==> src/adcr_pkg.sv <==
package adcr_pkg;

  // register addresses as seen in the instruction byte
  localparam logic [4:0] ADDR_RES_LO   = 5'h00;
  localparam logic [4:0] ADDR_RES_HI   = 5'h01;
  localparam logic [4:0] ADDR_LIMITS   = 5'h02;
  localparam logic [4:0] ADDR_CTRL     = 5'h03;
  localparam logic [4:0] ADDR_USER_END = 5'h0A;  // first reserved address

  // reset value of every register and the writable bits of the control register
  localparam logic [7:0] REG_RESET  = 8'h00;
  localparam logic [7:0] CTRL_WMASK = 8'h2F;

  // instruction byte fields
  localparam int         INSTR_CONV_BIT = 7;
  localparam int         INSTR_READ_BIT = 6;
  localparam int         ADDR_MSB       = 4;

  // serial framing and conversion start timing
  localparam logic [2:0] BYTE_LAST   = 3'h7;
  localparam logic [1:0] START_FALLS = 2'h2;  // divided-clock falling edges before start

  // readback modes
  localparam logic [1:0] RDBK_CMD      = 2'h0;
  localparam logic [1:0] RDBK_MS_FIRST = 2'h1;
  localparam logic [1:0] RDBK_LS_FIRST = 2'h2;
  localparam logic [1:0] RDBK_MS_ONLY  = 2'h3;

  // result layout
  localparam int         RES_MSB    = 13;
  localparam int         RES_LO_MSB = 5;
  localparam int         RES_HI_LSB = 6;

  // converter control register layout
  typedef struct packed {
    logic       rsv_hi;
    logic       rsv_mid;
    logic       straight_binary_select;
    logic       rsv_lo;
    logic [1:0] readback_mode_select;
    logic [1:0] clock_divisor_select;
  } adcr_ctrl_s;

  // one finished conversion as delivered by the converter core
  typedef struct packed {
    logic [13:0] conv_result_bits;
    logic [5:0]  amp_limit_flag_bits;
  } adcr_sample_s;

  typedef enum logic [1:0] {PH_INSTR, PH_WDATA, PH_RDATA, PH_RBK} adcr_phase_e;
  typedef enum logic [1:0] {CV_IDLE, CV_WAIT, CV_BUSY} adcr_conv_e;

endpackage

==> src/adcr_clkdiv.sv <==
module adcr_clkdiv (
  input  wire logic       clk,
  input  wire logic       rst_n,
  input  wire logic       conv_clk_pin,
  input  wire logic [1:0] div_sel,
  output logic            div_clk_r,
  output logic            div_fall_r
);
  logic       conv_clk_s1_r;
  logic       conv_clk_s2_r;
  logic       conv_clk_s3_r;
  logic [2:0] cnt_r;
  logic       div_clk_nxt;

  // two-stage synchroniser, third stage only for edge detection
  always_ff @(posedge clk) begin
    if (!rst_n) begin
      conv_clk_s1_r <= 1'b0;
      conv_clk_s2_r <= 1'b0;
      conv_clk_s3_r <= 1'b0;
    end else begin
      conv_clk_s1_r <= conv_clk_pin;
      conv_clk_s2_r <= conv_clk_s1_r;
      conv_clk_s3_r <= conv_clk_s2_r;
    end
  end

  // ripple count of input clock rises; bit n toggles at input clock / 2^(n+1)
  always_ff @(posedge clk) begin
    if (!rst_n) cnt_r <= 3'h0;
    else if (conv_clk_s2_r && !conv_clk_s3_r) cnt_r <= cnt_r + 3'h1;
  end

  // divisor select: 1, 2, 4, 8
  always_comb begin
    case (div_sel)
      2'h0:    div_clk_nxt = conv_clk_s2_r;
      2'h1:    div_clk_nxt = cnt_r[0];
      2'h2:    div_clk_nxt = cnt_r[1];
      default: div_clk_nxt = cnt_r[2];
    endcase
  end

  // divided clock out and its falling-edge strobe
  always_ff @(posedge clk) begin
    if (!rst_n) begin
      div_clk_r  <= 1'b0;
      div_fall_r <= 1'b0;
    end else begin
      div_clk_r  <= div_clk_nxt;
      div_fall_r <= div_clk_r && !div_clk_nxt;
    end
  end
endmodule

==> src/adcr_regs.sv <==
// Operation
// - reset clears every register bit to zero
// - result bytes at 0,1 read-only, writes ignored
// - addr0: result 5:0 high, bit1 zero, over-range
// - addr1 holds result bits 13 to 6
// - bit order follows lsb-first setting
// - over-range set when any limit exceeded
// - addr2 read-only limit flags, top two zero
// - each limit flag reads one when exceeded
// - control bit5 picks binary or twos complement
// - control bits 3:2 pick readback mode
// - modes 1-3 return result without read instruction
// - divided clock is input clock over 1,2,4,8
// - ten user registers, remaining addresses reserved
// - conversion starts second divided falling edge after command
// - read data sampled at data byte start
module adcr_regs (
  input  wire logic                 clk,
  input  wire logic                 rst_n,
  input  wire logic                 sclk,
  input  wire logic                 cs_n,
  input  wire logic                 din,
  input  wire logic                 lsb_first,
  input  wire logic                 conversion_clock_in,
  input  wire logic                 conv_done,
  input  wire adcr_pkg::adcr_sample_s conv_sample,
  output logic                      dout,
  output logic                      dout_oe,
  output logic                      divided_converter_clock,
  output logic                      conv_start,
  output logic                      convert_busy_bit
);
  logic                  sclk_s1_r, sclk_s2_r, sclk_s3_r;
  logic                  cs_s1_r, cs_s2_r, cs_s3_r;
  logic                  din_s1_r, din_s2_r;
  logic                  sclk_rise, cs_start, cs_act;
  adcr_pkg::adcr_phase_e phase_r;
  logic [2:0]            bit_cnt_r;
  logic [7:0]            rx_sr_r, tx_sr_r, rx_byte;
  logic [4:0]            addr_r;
  logic                  two_left_r;
  logic                  wr_r, cmd_conv_r;
  logic [7:0]            wdata_r, rd_data, res_lo, res_hi;
  adcr_pkg::adcr_ctrl_s  ctrl_r;
  logic [13:0]           result_r;
  logic [5:0]            flags_r;
  logic                  over_range_r, rb_pend_r, div_fall, latch;
  adcr_pkg::adcr_conv_e  cv_r;
  logic [1:0]            falls_r;

  // shift one serial bit into a byte in the chosen order
  function automatic logic [7:0] shift_in(input logic [7:0] sr, input logic b, input logic lsb);
    shift_in = lsb ? {b, sr[7:1]} : {sr[6:0], b};
  endfunction

  // pick the bit to drive for position n of a byte
  function automatic logic pick_bit(input logic [7:0] sr, input logic [2:0] n, input logic lsb);
    pick_bit = lsb ? sr[n] : sr[3'h7 - n];
  endfunction

  // pins cross in through two flops; third stage only feeds edge detection
  always_ff @(posedge clk) begin
    if (!rst_n) begin
      {sclk_s1_r, sclk_s2_r, sclk_s3_r} <= 3'h0;
      {cs_s1_r, cs_s2_r, cs_s3_r}       <= 3'h7;
      {din_s1_r, din_s2_r}              <= 2'h0;
    end else begin
      {sclk_s1_r, sclk_s2_r, sclk_s3_r} <= {sclk, sclk_s1_r, sclk_s2_r};
      {cs_s1_r, cs_s2_r, cs_s3_r}       <= {cs_n, cs_s1_r, cs_s2_r};
      {din_s1_r, din_s2_r}              <= {din, din_s1_r};
    end
  end

  assign sclk_rise = sclk_s2_r && !sclk_s3_r;  // rising edge is the active edge
  assign cs_act    = !cs_s2_r;
  assign cs_start  = !cs_s2_r && cs_s3_r;
  assign rx_byte   = shift_in(rx_sr_r, din_s2_r, lsb_first);

  // register layouts
  assign res_lo = {result_r[adcr_pkg::RES_LO_MSB:0], 1'b0, over_range_r};
  assign res_hi = result_r[adcr_pkg::RES_MSB:adcr_pkg::RES_HI_LSB];

  // read mux; addresses of other blocks and reserved space read zero
  always_comb begin
    case (addr_r)
      adcr_pkg::ADDR_RES_LO: rd_data = res_lo;
      adcr_pkg::ADDR_RES_HI: rd_data = res_hi;
      adcr_pkg::ADDR_LIMITS: rd_data = {2'h0, flags_r};
      adcr_pkg::ADDR_CTRL:   rd_data = ctrl_r;
      default:               rd_data = adcr_pkg::REG_RESET;
    endcase
  end

  // serial frame engine; cs high aborts the frame
  always_ff @(posedge clk) begin
    if (!rst_n || !cs_act) begin
      phase_r    <= adcr_pkg::PH_INSTR;
      bit_cnt_r  <= 3'h0;
      rx_sr_r    <= 8'h00;
      tx_sr_r    <= 8'h00;
      addr_r     <= 5'h00;
      two_left_r <= 1'b0;
      wr_r       <= 1'b0;
      cmd_conv_r <= 1'b0;
      wdata_r    <= 8'h00;
    end else begin
      wr_r       <= 1'b0;
      cmd_conv_r <= 1'b0;
      if (cs_start && rb_pend_r) begin
        // automatic readback replaces the instruction byte
        phase_r    <= adcr_pkg::PH_RBK;
        two_left_r <= ctrl_r.readback_mode_select != adcr_pkg::RDBK_MS_ONLY;
        tx_sr_r    <= ctrl_r.readback_mode_select == adcr_pkg::RDBK_LS_FIRST ? res_lo : res_hi;
      end else if (sclk_rise) begin
        rx_sr_r   <= rx_byte;
        bit_cnt_r <= bit_cnt_r + 3'h1;
        if (bit_cnt_r == adcr_pkg::BYTE_LAST) begin
          case (phase_r)
            adcr_pkg::PH_INSTR: begin
              addr_r <= rx_byte[adcr_pkg::ADDR_MSB:0];
              if (rx_byte[adcr_pkg::INSTR_CONV_BIT]) begin
                cmd_conv_r <= 1'b1;
              end else if (rx_byte[adcr_pkg::INSTR_READ_BIT]) begin
                phase_r <= adcr_pkg::PH_RDATA;
                two_left_r <= 1'b1;  // marks the data snapshot as still due
              end else begin
                phase_r <= adcr_pkg::PH_WDATA;
              end
            end
            adcr_pkg::PH_WDATA: begin
              wr_r    <= 1'b1;
              wdata_r <= rx_byte;
              phase_r <= adcr_pkg::PH_INSTR;
            end
            adcr_pkg::PH_RBK: begin
              two_left_r <= 1'b0;
              if (two_left_r) begin
                tx_sr_r <= ctrl_r.readback_mode_select == adcr_pkg::RDBK_LS_FIRST ? res_hi
                                                                                 : res_lo;
              end else begin
                phase_r <= adcr_pkg::PH_INSTR;
              end
            end
            default: phase_r <= adcr_pkg::PH_INSTR;
          endcase
        end
      end else if (phase_r == adcr_pkg::PH_RDATA && two_left_r) begin
        // snapshot once the instruction is in, before the first data edge
        tx_sr_r    <= rd_data;
        two_left_r <= 1'b0;
      end
    end
  end

  // data out changes after an active edge, or after cs falls for an automatic readback; released while cs is high
  always_ff @(posedge clk) begin
    if (!rst_n) begin
      dout    <= 1'b0;
      dout_oe <= 1'b0;
    end else begin
      dout_oe <= cs_act;
      if (phase_r == adcr_pkg::PH_RDATA || phase_r == adcr_pkg::PH_RBK) begin
        dout <= pick_bit(tx_sr_r, bit_cnt_r, lsb_first);
      end else begin
        dout <= 1'b0;
      end
    end
  end

  // control register; reserved bits are masked so they always read zero
  always_ff @(posedge clk) begin
    if (!rst_n) ctrl_r <= adcr_pkg::REG_RESET;
    else if (wr_r && addr_r == adcr_pkg::ADDR_CTRL) ctrl_r <= wdata_r & adcr_pkg::CTRL_WMASK;
  end

  adcr_clkdiv u_div (
    .clk         (clk),
    .rst_n       (rst_n),
    .conv_clk_pin (conversion_clock_in),
    .div_sel      (ctrl_r.clock_divisor_select),
    .div_clk_r    (divided_converter_clock),
    .div_fall_r   (div_fall)
  );

  assign latch = cv_r == adcr_pkg::CV_BUSY && conv_done;

  // conversion sequencing: wait two divided falling edges, then busy until done
  always_ff @(posedge clk) begin
    if (!rst_n) begin
      cv_r       <= adcr_pkg::CV_IDLE;
      falls_r    <= 2'h0;
      conv_start <= 1'b0;
    end else begin
      conv_start <= 1'b0;
      case (cv_r)
        adcr_pkg::CV_IDLE: if (cmd_conv_r) begin
          cv_r    <= adcr_pkg::CV_WAIT;
          falls_r <= 2'h0;
        end
        adcr_pkg::CV_WAIT: if (div_fall) begin
          falls_r <= falls_r + 2'h1;
          if (falls_r + 2'h1 == adcr_pkg::START_FALLS) begin
            conv_start <= 1'b1;
            cv_r       <= adcr_pkg::CV_BUSY;
          end
        end
        adcr_pkg::CV_BUSY: if (conv_done) cv_r <= adcr_pkg::CV_IDLE;
        default: cv_r <= adcr_pkg::CV_IDLE;
      endcase
    end
  end

  always_ff @(posedge clk) begin
    if (!rst_n) convert_busy_bit <= 1'b0;
    else convert_busy_bit <= cv_r != adcr_pkg::CV_IDLE;
  end

  // result, over-range and limit flags change together; writes never reach them
  always_ff @(posedge clk) begin
    if (!rst_n) begin
      result_r <= 14'h0000;
      flags_r  <= 6'h00;
      over_range_r <= 1'b0;
    end else if (latch) begin
      result_r <= {conv_sample.conv_result_bits[adcr_pkg::RES_MSB] ^ ctrl_r.straight_binary_select,
                   conv_sample.conv_result_bits[adcr_pkg::RES_MSB-1:0]};
      flags_r  <= conv_sample.amp_limit_flag_bits;
      over_range_r <= |conv_sample.amp_limit_flag_bits;
    end
  end

  // readback request; a new result wins over the frame that consumes the old one
  always_ff @(posedge clk) begin
    if (!rst_n) rb_pend_r <= 1'b0;
    else if (latch && ctrl_r.readback_mode_select != adcr_pkg::RDBK_CMD)
      rb_pend_r <= 1'b1;
    else if (cs_start) rb_pend_r <= 1'b0;
  end
endmodule

==> config.mk <==
export PLATFORM = sky130hd
export DESIGN_NAME = adcr_regs
export DESIGN_NICKNAME = d
export VERILOG_FILES = /design/src/adcr_pkg.sv /design/src/adcr_clkdiv.sv /design/src/adcr_regs.sv
export SDC_FILE = /design/constraint.sdc
export NUM_CORES = 1
export LEC_CHECK = 0
export BUFFER_PORTS_ARGS = -buffer_cell sky130_fd_sc_hd__buf_2
export CELL_PAD_IN_SITES_DETAIL_PLACEMENT = 1
export CELL_PAD_IN_SITES_GLOBAL_PLACEMENT = 1
export CORE_ASPECT_RATIO = 0.8
export CORE_MARGIN = 4
export CORE_UTILIZATION = 29
export CTS_BUF_LIST = sky130_fd_sc_hd__clkbuf_16
export CTS_CLUSTER_SIZE = 12
export DETAILED_ROUTE_END_ITERATION = 8
export PLACE_DENSITY = 0.57
export SYNTH_ARGS = -nofsm -noshare
export SYNTH_HDL_FRONTEND = slang
export SYNTH_SLANG_ARGS = --single-unit
==> constraint.sdc <==
create_clock -name clk -period 1.91 [get_ports clk]
set_clock_uncertainty 0.05 [all_clocks]
set_input_delay 0.0955 -clock clk [delete_from_list [all_inputs] [get_ports clk]]
set_output_delay 0.0955 -clock clk [all_outputs]
set_load 0.01 [all_outputs]
After elaboration in Yosys (flattened, before gate mapping). Index checks and enable logic that the tools add are counted.

Flip-flop bits (word level): 86. Bits of input ports: 28. Logic and storage cells: 156.

Add/subtract/negate cells: 4. Magnitude comparators: 2. Equality and inequality tests: 26. Mux-type cells: 43. Bitwise operators: 5. Reductions and logical operators: 40.

Operators by type and width (count): 8-bit 2-to-1 mux (9); 8-bit one-hot mux with 4 select lines (1); 2-bit 2-to-1 mux (12); 4-bit AND reduction (5); 1-bit 2-to-1 mux (14); 2-bit equality test (second input constant) (6); 2-bit nonzero test (6); 5-bit by 2-bit equality test with 1-bit output (second input constant) (2); 1-bit logical AND (9); 3-bit by 1-bit != test with 1-bit output (second input constant) (3); 3-bit by 4-bit less-than comparator with 1-bit output (second input constant) (2); 2-bit != test (second input constant) (4); 4-bit != test (second input constant) (2); 2-bit one-hot mux with 2 select lines (2); 3-bit by 1-bit adder with 3-bit output (second input constant) (2); 1-bit binary-select mux with 3-bit select (2); 2-bit by 1-bit equality test with 1-bit output (second input constant) (3); 2-bit logical NOT (3); 3-bit != test (second input constant) (2); 2-bit one-hot mux with 3 select lines (1); 3-bit AND reduction (2); 6-bit OR reduction (1); 5-bit by 1-bit equality test with 1-bit output (second input constant) (1); 1-bit logical NOT (5); 16 further kinds (21).

Longest topological paths before layout.
Depth after elaboration: 7. Depth in mapped cells: 8.

Modules after synthesis. A second synthesis with hierarchy kept.

Cell total of the unflattened synthesis: 400. Area total of the unflattened synthesis: 3689.8 um^2.

By module, submodules not included: adcr_regs (times used 1, cells an instance 375, area each 3393.3 um^2, sequential area each 1541.5 um^2); adcr_clkdiv (times used 1, cells an instance 25, area each 296.5 um^2, sequential area each 160.2 um^2).

Worst setup path before layout. Ideal clock, no wire load.

Kind: register to register. Start point: register bit_cnt_r[1]. End point: register tx_sr_r[4]. Data arrival time: 1491 ps. Data required time: 1734 ps. Setup slack: 243 ps. Stages on the path, launching flop included: 9. Clock period less this slack: 1667 ps. Path through: dfxtp_1 > ha_1 > ha_1 > nand2_1 > mux2i_1 > a31o_2 > buf_4 > o21ai_0 > a21oi_1.

Cells in the longest elaborated chain, start to end: 3.

Ends and longest elaborated chain: from (decl) (line adcr_regs.sv:38) `logic [2:0] bit_cnt_r;`; from (signal assigned) (line adcr_regs.sv:116) `bit_cnt_r <= bit_cnt_r + 3'h1;`; 3-bit equality test (line adcr_regs.sv:117) `if (bit_cnt_r == adcr_pkg::BYTE_LAST) begin`; 3-bit by 1-bit != test with 1-bit output (no line); 4-bit AND reduction (no line); to (signal assigned) (line adcr_regs.sv:113) `tx_sr_r <= ctrl_r.readback_mode_select == adcr_pkg::RDBK_LS_FIRST ? res_lo : res_hi;`; to (signal assigned) (line adcr_regs.sv:138) `tx_sr_r <= ctrl_r.readback_mode_select == adcr_pkg::RDBK_LS_FIRST ? res_hi`; to (signal assigned) (line adcr_regs.sv:149) `tx_sr_r <= rd_data;`; to (decl) (line adcr_regs.sv:39) `logic [7:0] rx_sr_r, tx_sr_r, rx_byte;`.

No other way between the ends. A chain may end at the register's enable or synchronous reset.

Worst setup path in the final report.
Start point: register addr_r[0]. End point: register tx_sr_r[3].

Cells in the longest elaborated chain, start to end: 5. Elaborated cells on any way between the ends: 8.

Ends and longest elaborated chain: from (decl) (line adcr_regs.sv:40) `logic [4:0] addr_r;`; from (signal assigned) (line adcr_regs.sv:120) `addr_r <= rx_byte[adcr_pkg::ADDR_MSB:0];`; 5-bit by 2-bit equality test with 1-bit output (tied with other cells) (line adcr_regs.sv:85) `case (addr_r)`; 8-bit one-hot mux with 4 select lines * (line adcr_regs.sv:85); 8-bit 2-to-1 mux * (line adcr_regs.sv:147) `end else if (phase_r == adcr_pkg::PH_RDATA && two_left_r) begin`; 8-bit 2-to-1 mux * (line adcr_regs.sv:114) `end else if (sclk_rise) begin`; 8-bit 2-to-1 mux * (line adcr_regs.sv:109) `if (cs_start && rb_pend_r) begin`.

Mark *: on every way between the ends. The rest lies on a longest branch, timed or not. The select of a mux whose other input is x is not followed.

==> out/results.tsv <==
metric	value	unit
crit_family	flip-flops	
placed_area	4096	um^2
cpMaxStageDelayCell	dfxtp_1	
die_w	133.6	um
drt-total-wl	10.02	mm
synth_edf_count	0	
cts_made_buffers	9	
path_cells	mux4_2, nor2b_1, a221oi_1, a21oi_1	
cts_buffer_depth	2	
dp_cells	601	
slew_headroom	65.12	%
core_area	12250	um^2
p_int	2.876	mW
drt-vias-per-instance	4.850	
synth_area_leader_cell	dfxtp_1	
crit_path_max_fanout	10	
synth_cell_types	50	
synth_common_cells	dfxtp_1, nand2_1, nor2_1	
syn-mean-instance-area	9.189	um^2
hp-class	in -> reg	
synth-main-ff-cell	dfxtp_1	
grt_setup_unrepaired	no	
leakage	1.675	nW
slew_violations	0	
cts.htree.levels	3	
ys_seq_elements	85	
startpoint_type	register	
fin_area	4647	um^2
drc_errors	0	
hold_violations	0	
dr.pass1.iters	4	
grt-ovfl-total	0	
cts-root-buf	clkbuf_16	
die_y	108.4	um
power	3.660	mW
synth_area_leaders	dfxtp_1, nand2_1, a21oi_1	
grt_max_degree	36	
final_cell_count_no_fill	642	
fmax	561.7	MHz
fin_tns_setup	0	ns
yosys_warnings	0	
die-area	14480	um^2
utilization	37.93	%
worstSkewPairLatency	0.33	ns
async_reset_ff_share	0	%
grt_pass1_wl	16.82	mm
synthCells	398	
grt.total_usage	14.65	%
critical_path_class	reg -> reg	
critical_path.endpoint_type	register	
synth_most_common_cell	dfxtp_1	
dpl.hpwl	7.070	mm
cts_tree	built	
synth_top_area_share	46.53	%
synth_seq_area_share	46.53	%
status	complete, no violations	
power.density	787.6	nW/um^2
p_sw	0.7836	mW
antenna_found_initial	0	
area_delta_synth_final	27.06	%
num_rows	36	
crit_buf_inv	0	
finalCriticalPeriod	1.780	ns
synthesis.nets	430	
routed-via-count	3114	
setup_viol	0	
p_sw_share	21.41	%
critPathArrivalTime	1.94	ns
antenna_cells	0	
wl_per_cell	15.61	um
drv_cap	0	
critPathRequiredTime	2.07	ns
p_seq_share	49.0	%
floorplan.initialDensity	29.85	%
syn_area	3657	um^2
num-nets-final	498	
combPwrFrac	4.5	%
drt_iter0_drc	163	
vdd_drop_max	0.4962	mV
io_buffer_count	32	
pwr-share-clk	46.5	%
grt_pass1_vias	3269	
period_share	93.22	%
ioPinCount	33	
cpPeakStageDelay	0.57	ns
clkSinkCount	85	
worst_slew_pin_slew	0.5224	ns
drive_gt1_share	19.53	%
gp_congestion	0.7974	
path_clk_slew	0.06	ns
ant_nets	0	
power by group through the flow:
stage | clock network, mW | logic, mW | registers [mW]
after global placement | 0 | 0.127 | 1.83
final | 1.70 | 0.165 | 1.79
after detailed placement | 0 | 0.129 | 1.83
after CTS | 1.76 | 0.165 | 1.79
after floorplan | 0 | 0.0667 | 1.83
after global routing | 1.83 | 0.183 | 1.79
sequential cells by signal, summed over array words and instances (netlist names), 2 cells and up:
signal	count
addr_r	5
flags_r	6
u_div.cnt_r	3
falls_r	2
phase_r	2
cv_r	2
bit_cnt_r	3
tx_sr_r	8
result_r	14
rx_sr_r	8
ctrl_r	5
wdata_r	5
worst register-to-register path: cells and delay by family, from the launching register on:
kind            cells  cell delay (ns)
flops               1             0.57
compound gates      2             0.36
mux                 1             0.55
simple gates        1             0.14
kinds of logic after synthesis:
kind of cell             synth area share, %
AO/OA/AOI/OAI                          15.98
XOR/XNOR                              0.9581
adder cells (fa/ha/maj)                1.369
buffers and inverters                  3.695
flip-flops                             46.53
multiplexers                           10.30
AND/OR/NAND/NOR                        21.18
area by class of cell:
| type | instances | area [um^2] |
|---|---|---|
| Sequential cell | 85 | 1704 |
| Fill cell | 1441 | 7605 |
| Clock buffer | 9 | 225.2 |
| Inverter | 6 | 22.52 |
| Multi-Input combinational cell | 285 | 1833 |
| Tap cell | 171 | 214.0 |
| Timing Repair Buffer | 79 | 583.1 |
| Clock inverter | 7 | 65.06 |
path summary, 6_finish.rpt:
path | end | depth (start not counted) | slack (ns) | startpoint
worst max register to register | tx_sr_r[3]$_SDFFE_PP0P_ | 4 | 0.13 | addr_r[0]$_SDFFE_PP0P_
worst min-delay path | result_r[13]$_SDFFE_PN0P_ | 3 | 0.03 | conv_sample[19]
worst max-delay path | tx_sr_r[3]$_SDFFE_PP0P_ | 4 | 0.13 | addr_r[0]$_SDFFE_PP0P_
worst min register to register | din_s2_r$_SDFF_PN0_ | 1 | 0.38 | din_s1_r$_SDFF_PN0_
per-layer routing:
layer / vias to the layer above / global-route usage (%) / wire length [um] / part of all wire (%)
met5: - / 0 / 0 / 0
met4: 0 / 3.304 / 70 / 0.70
met3: 4 / 3.209 / 262 / 2.6
met2: 45 / 23.55 / 4540 / 45
met1: 1497 / 20.27 / 5148 / 51
li1: 1568 / - / - / -
what timing repair did:
item,CTS,global route
endpoints found under the hold margin,23,0
hold buffers,23,0
setup endpoints to repair,0,8
setup buffers,0,2
gates resized for setup,0,4
through the flow:
stage | setup WS, ns | hold slack (ns)
2_1_floorplan | 0.2428 | 0.1185
3_3_place_gp | 0.1164 | 0.2311
3_5_place_dp | 0.1272 | 0.2340
4_1_cts | 0.1087 | 0.01999
5_1_grt | 0.006616 | 0.02692
6_report | 0.1296 | 0.02627
cells in the final DEF, fill, tap and decap left out, drive strengths merged, types with 4 or more instances in the layout:
cell	synthesis	routed
a211oi	23	23
a21oi	38	38
a221oi	4	4
and2	9	9
buf	12	56
clkbuf	10	9
dfxtp	85	85
dlygate4sd3	0	23
ha	4	4
inv	6	7
mux2i	20	20
mux4	6	6
nand2	54	54
nand2b	4	4
nand3	15	15
nand3b	4	4
nor2	42	42
nor2b	4	4
nor3	7	7
nor4	4	4
o21ai	14	14
(Power assumes the default switching activity.)
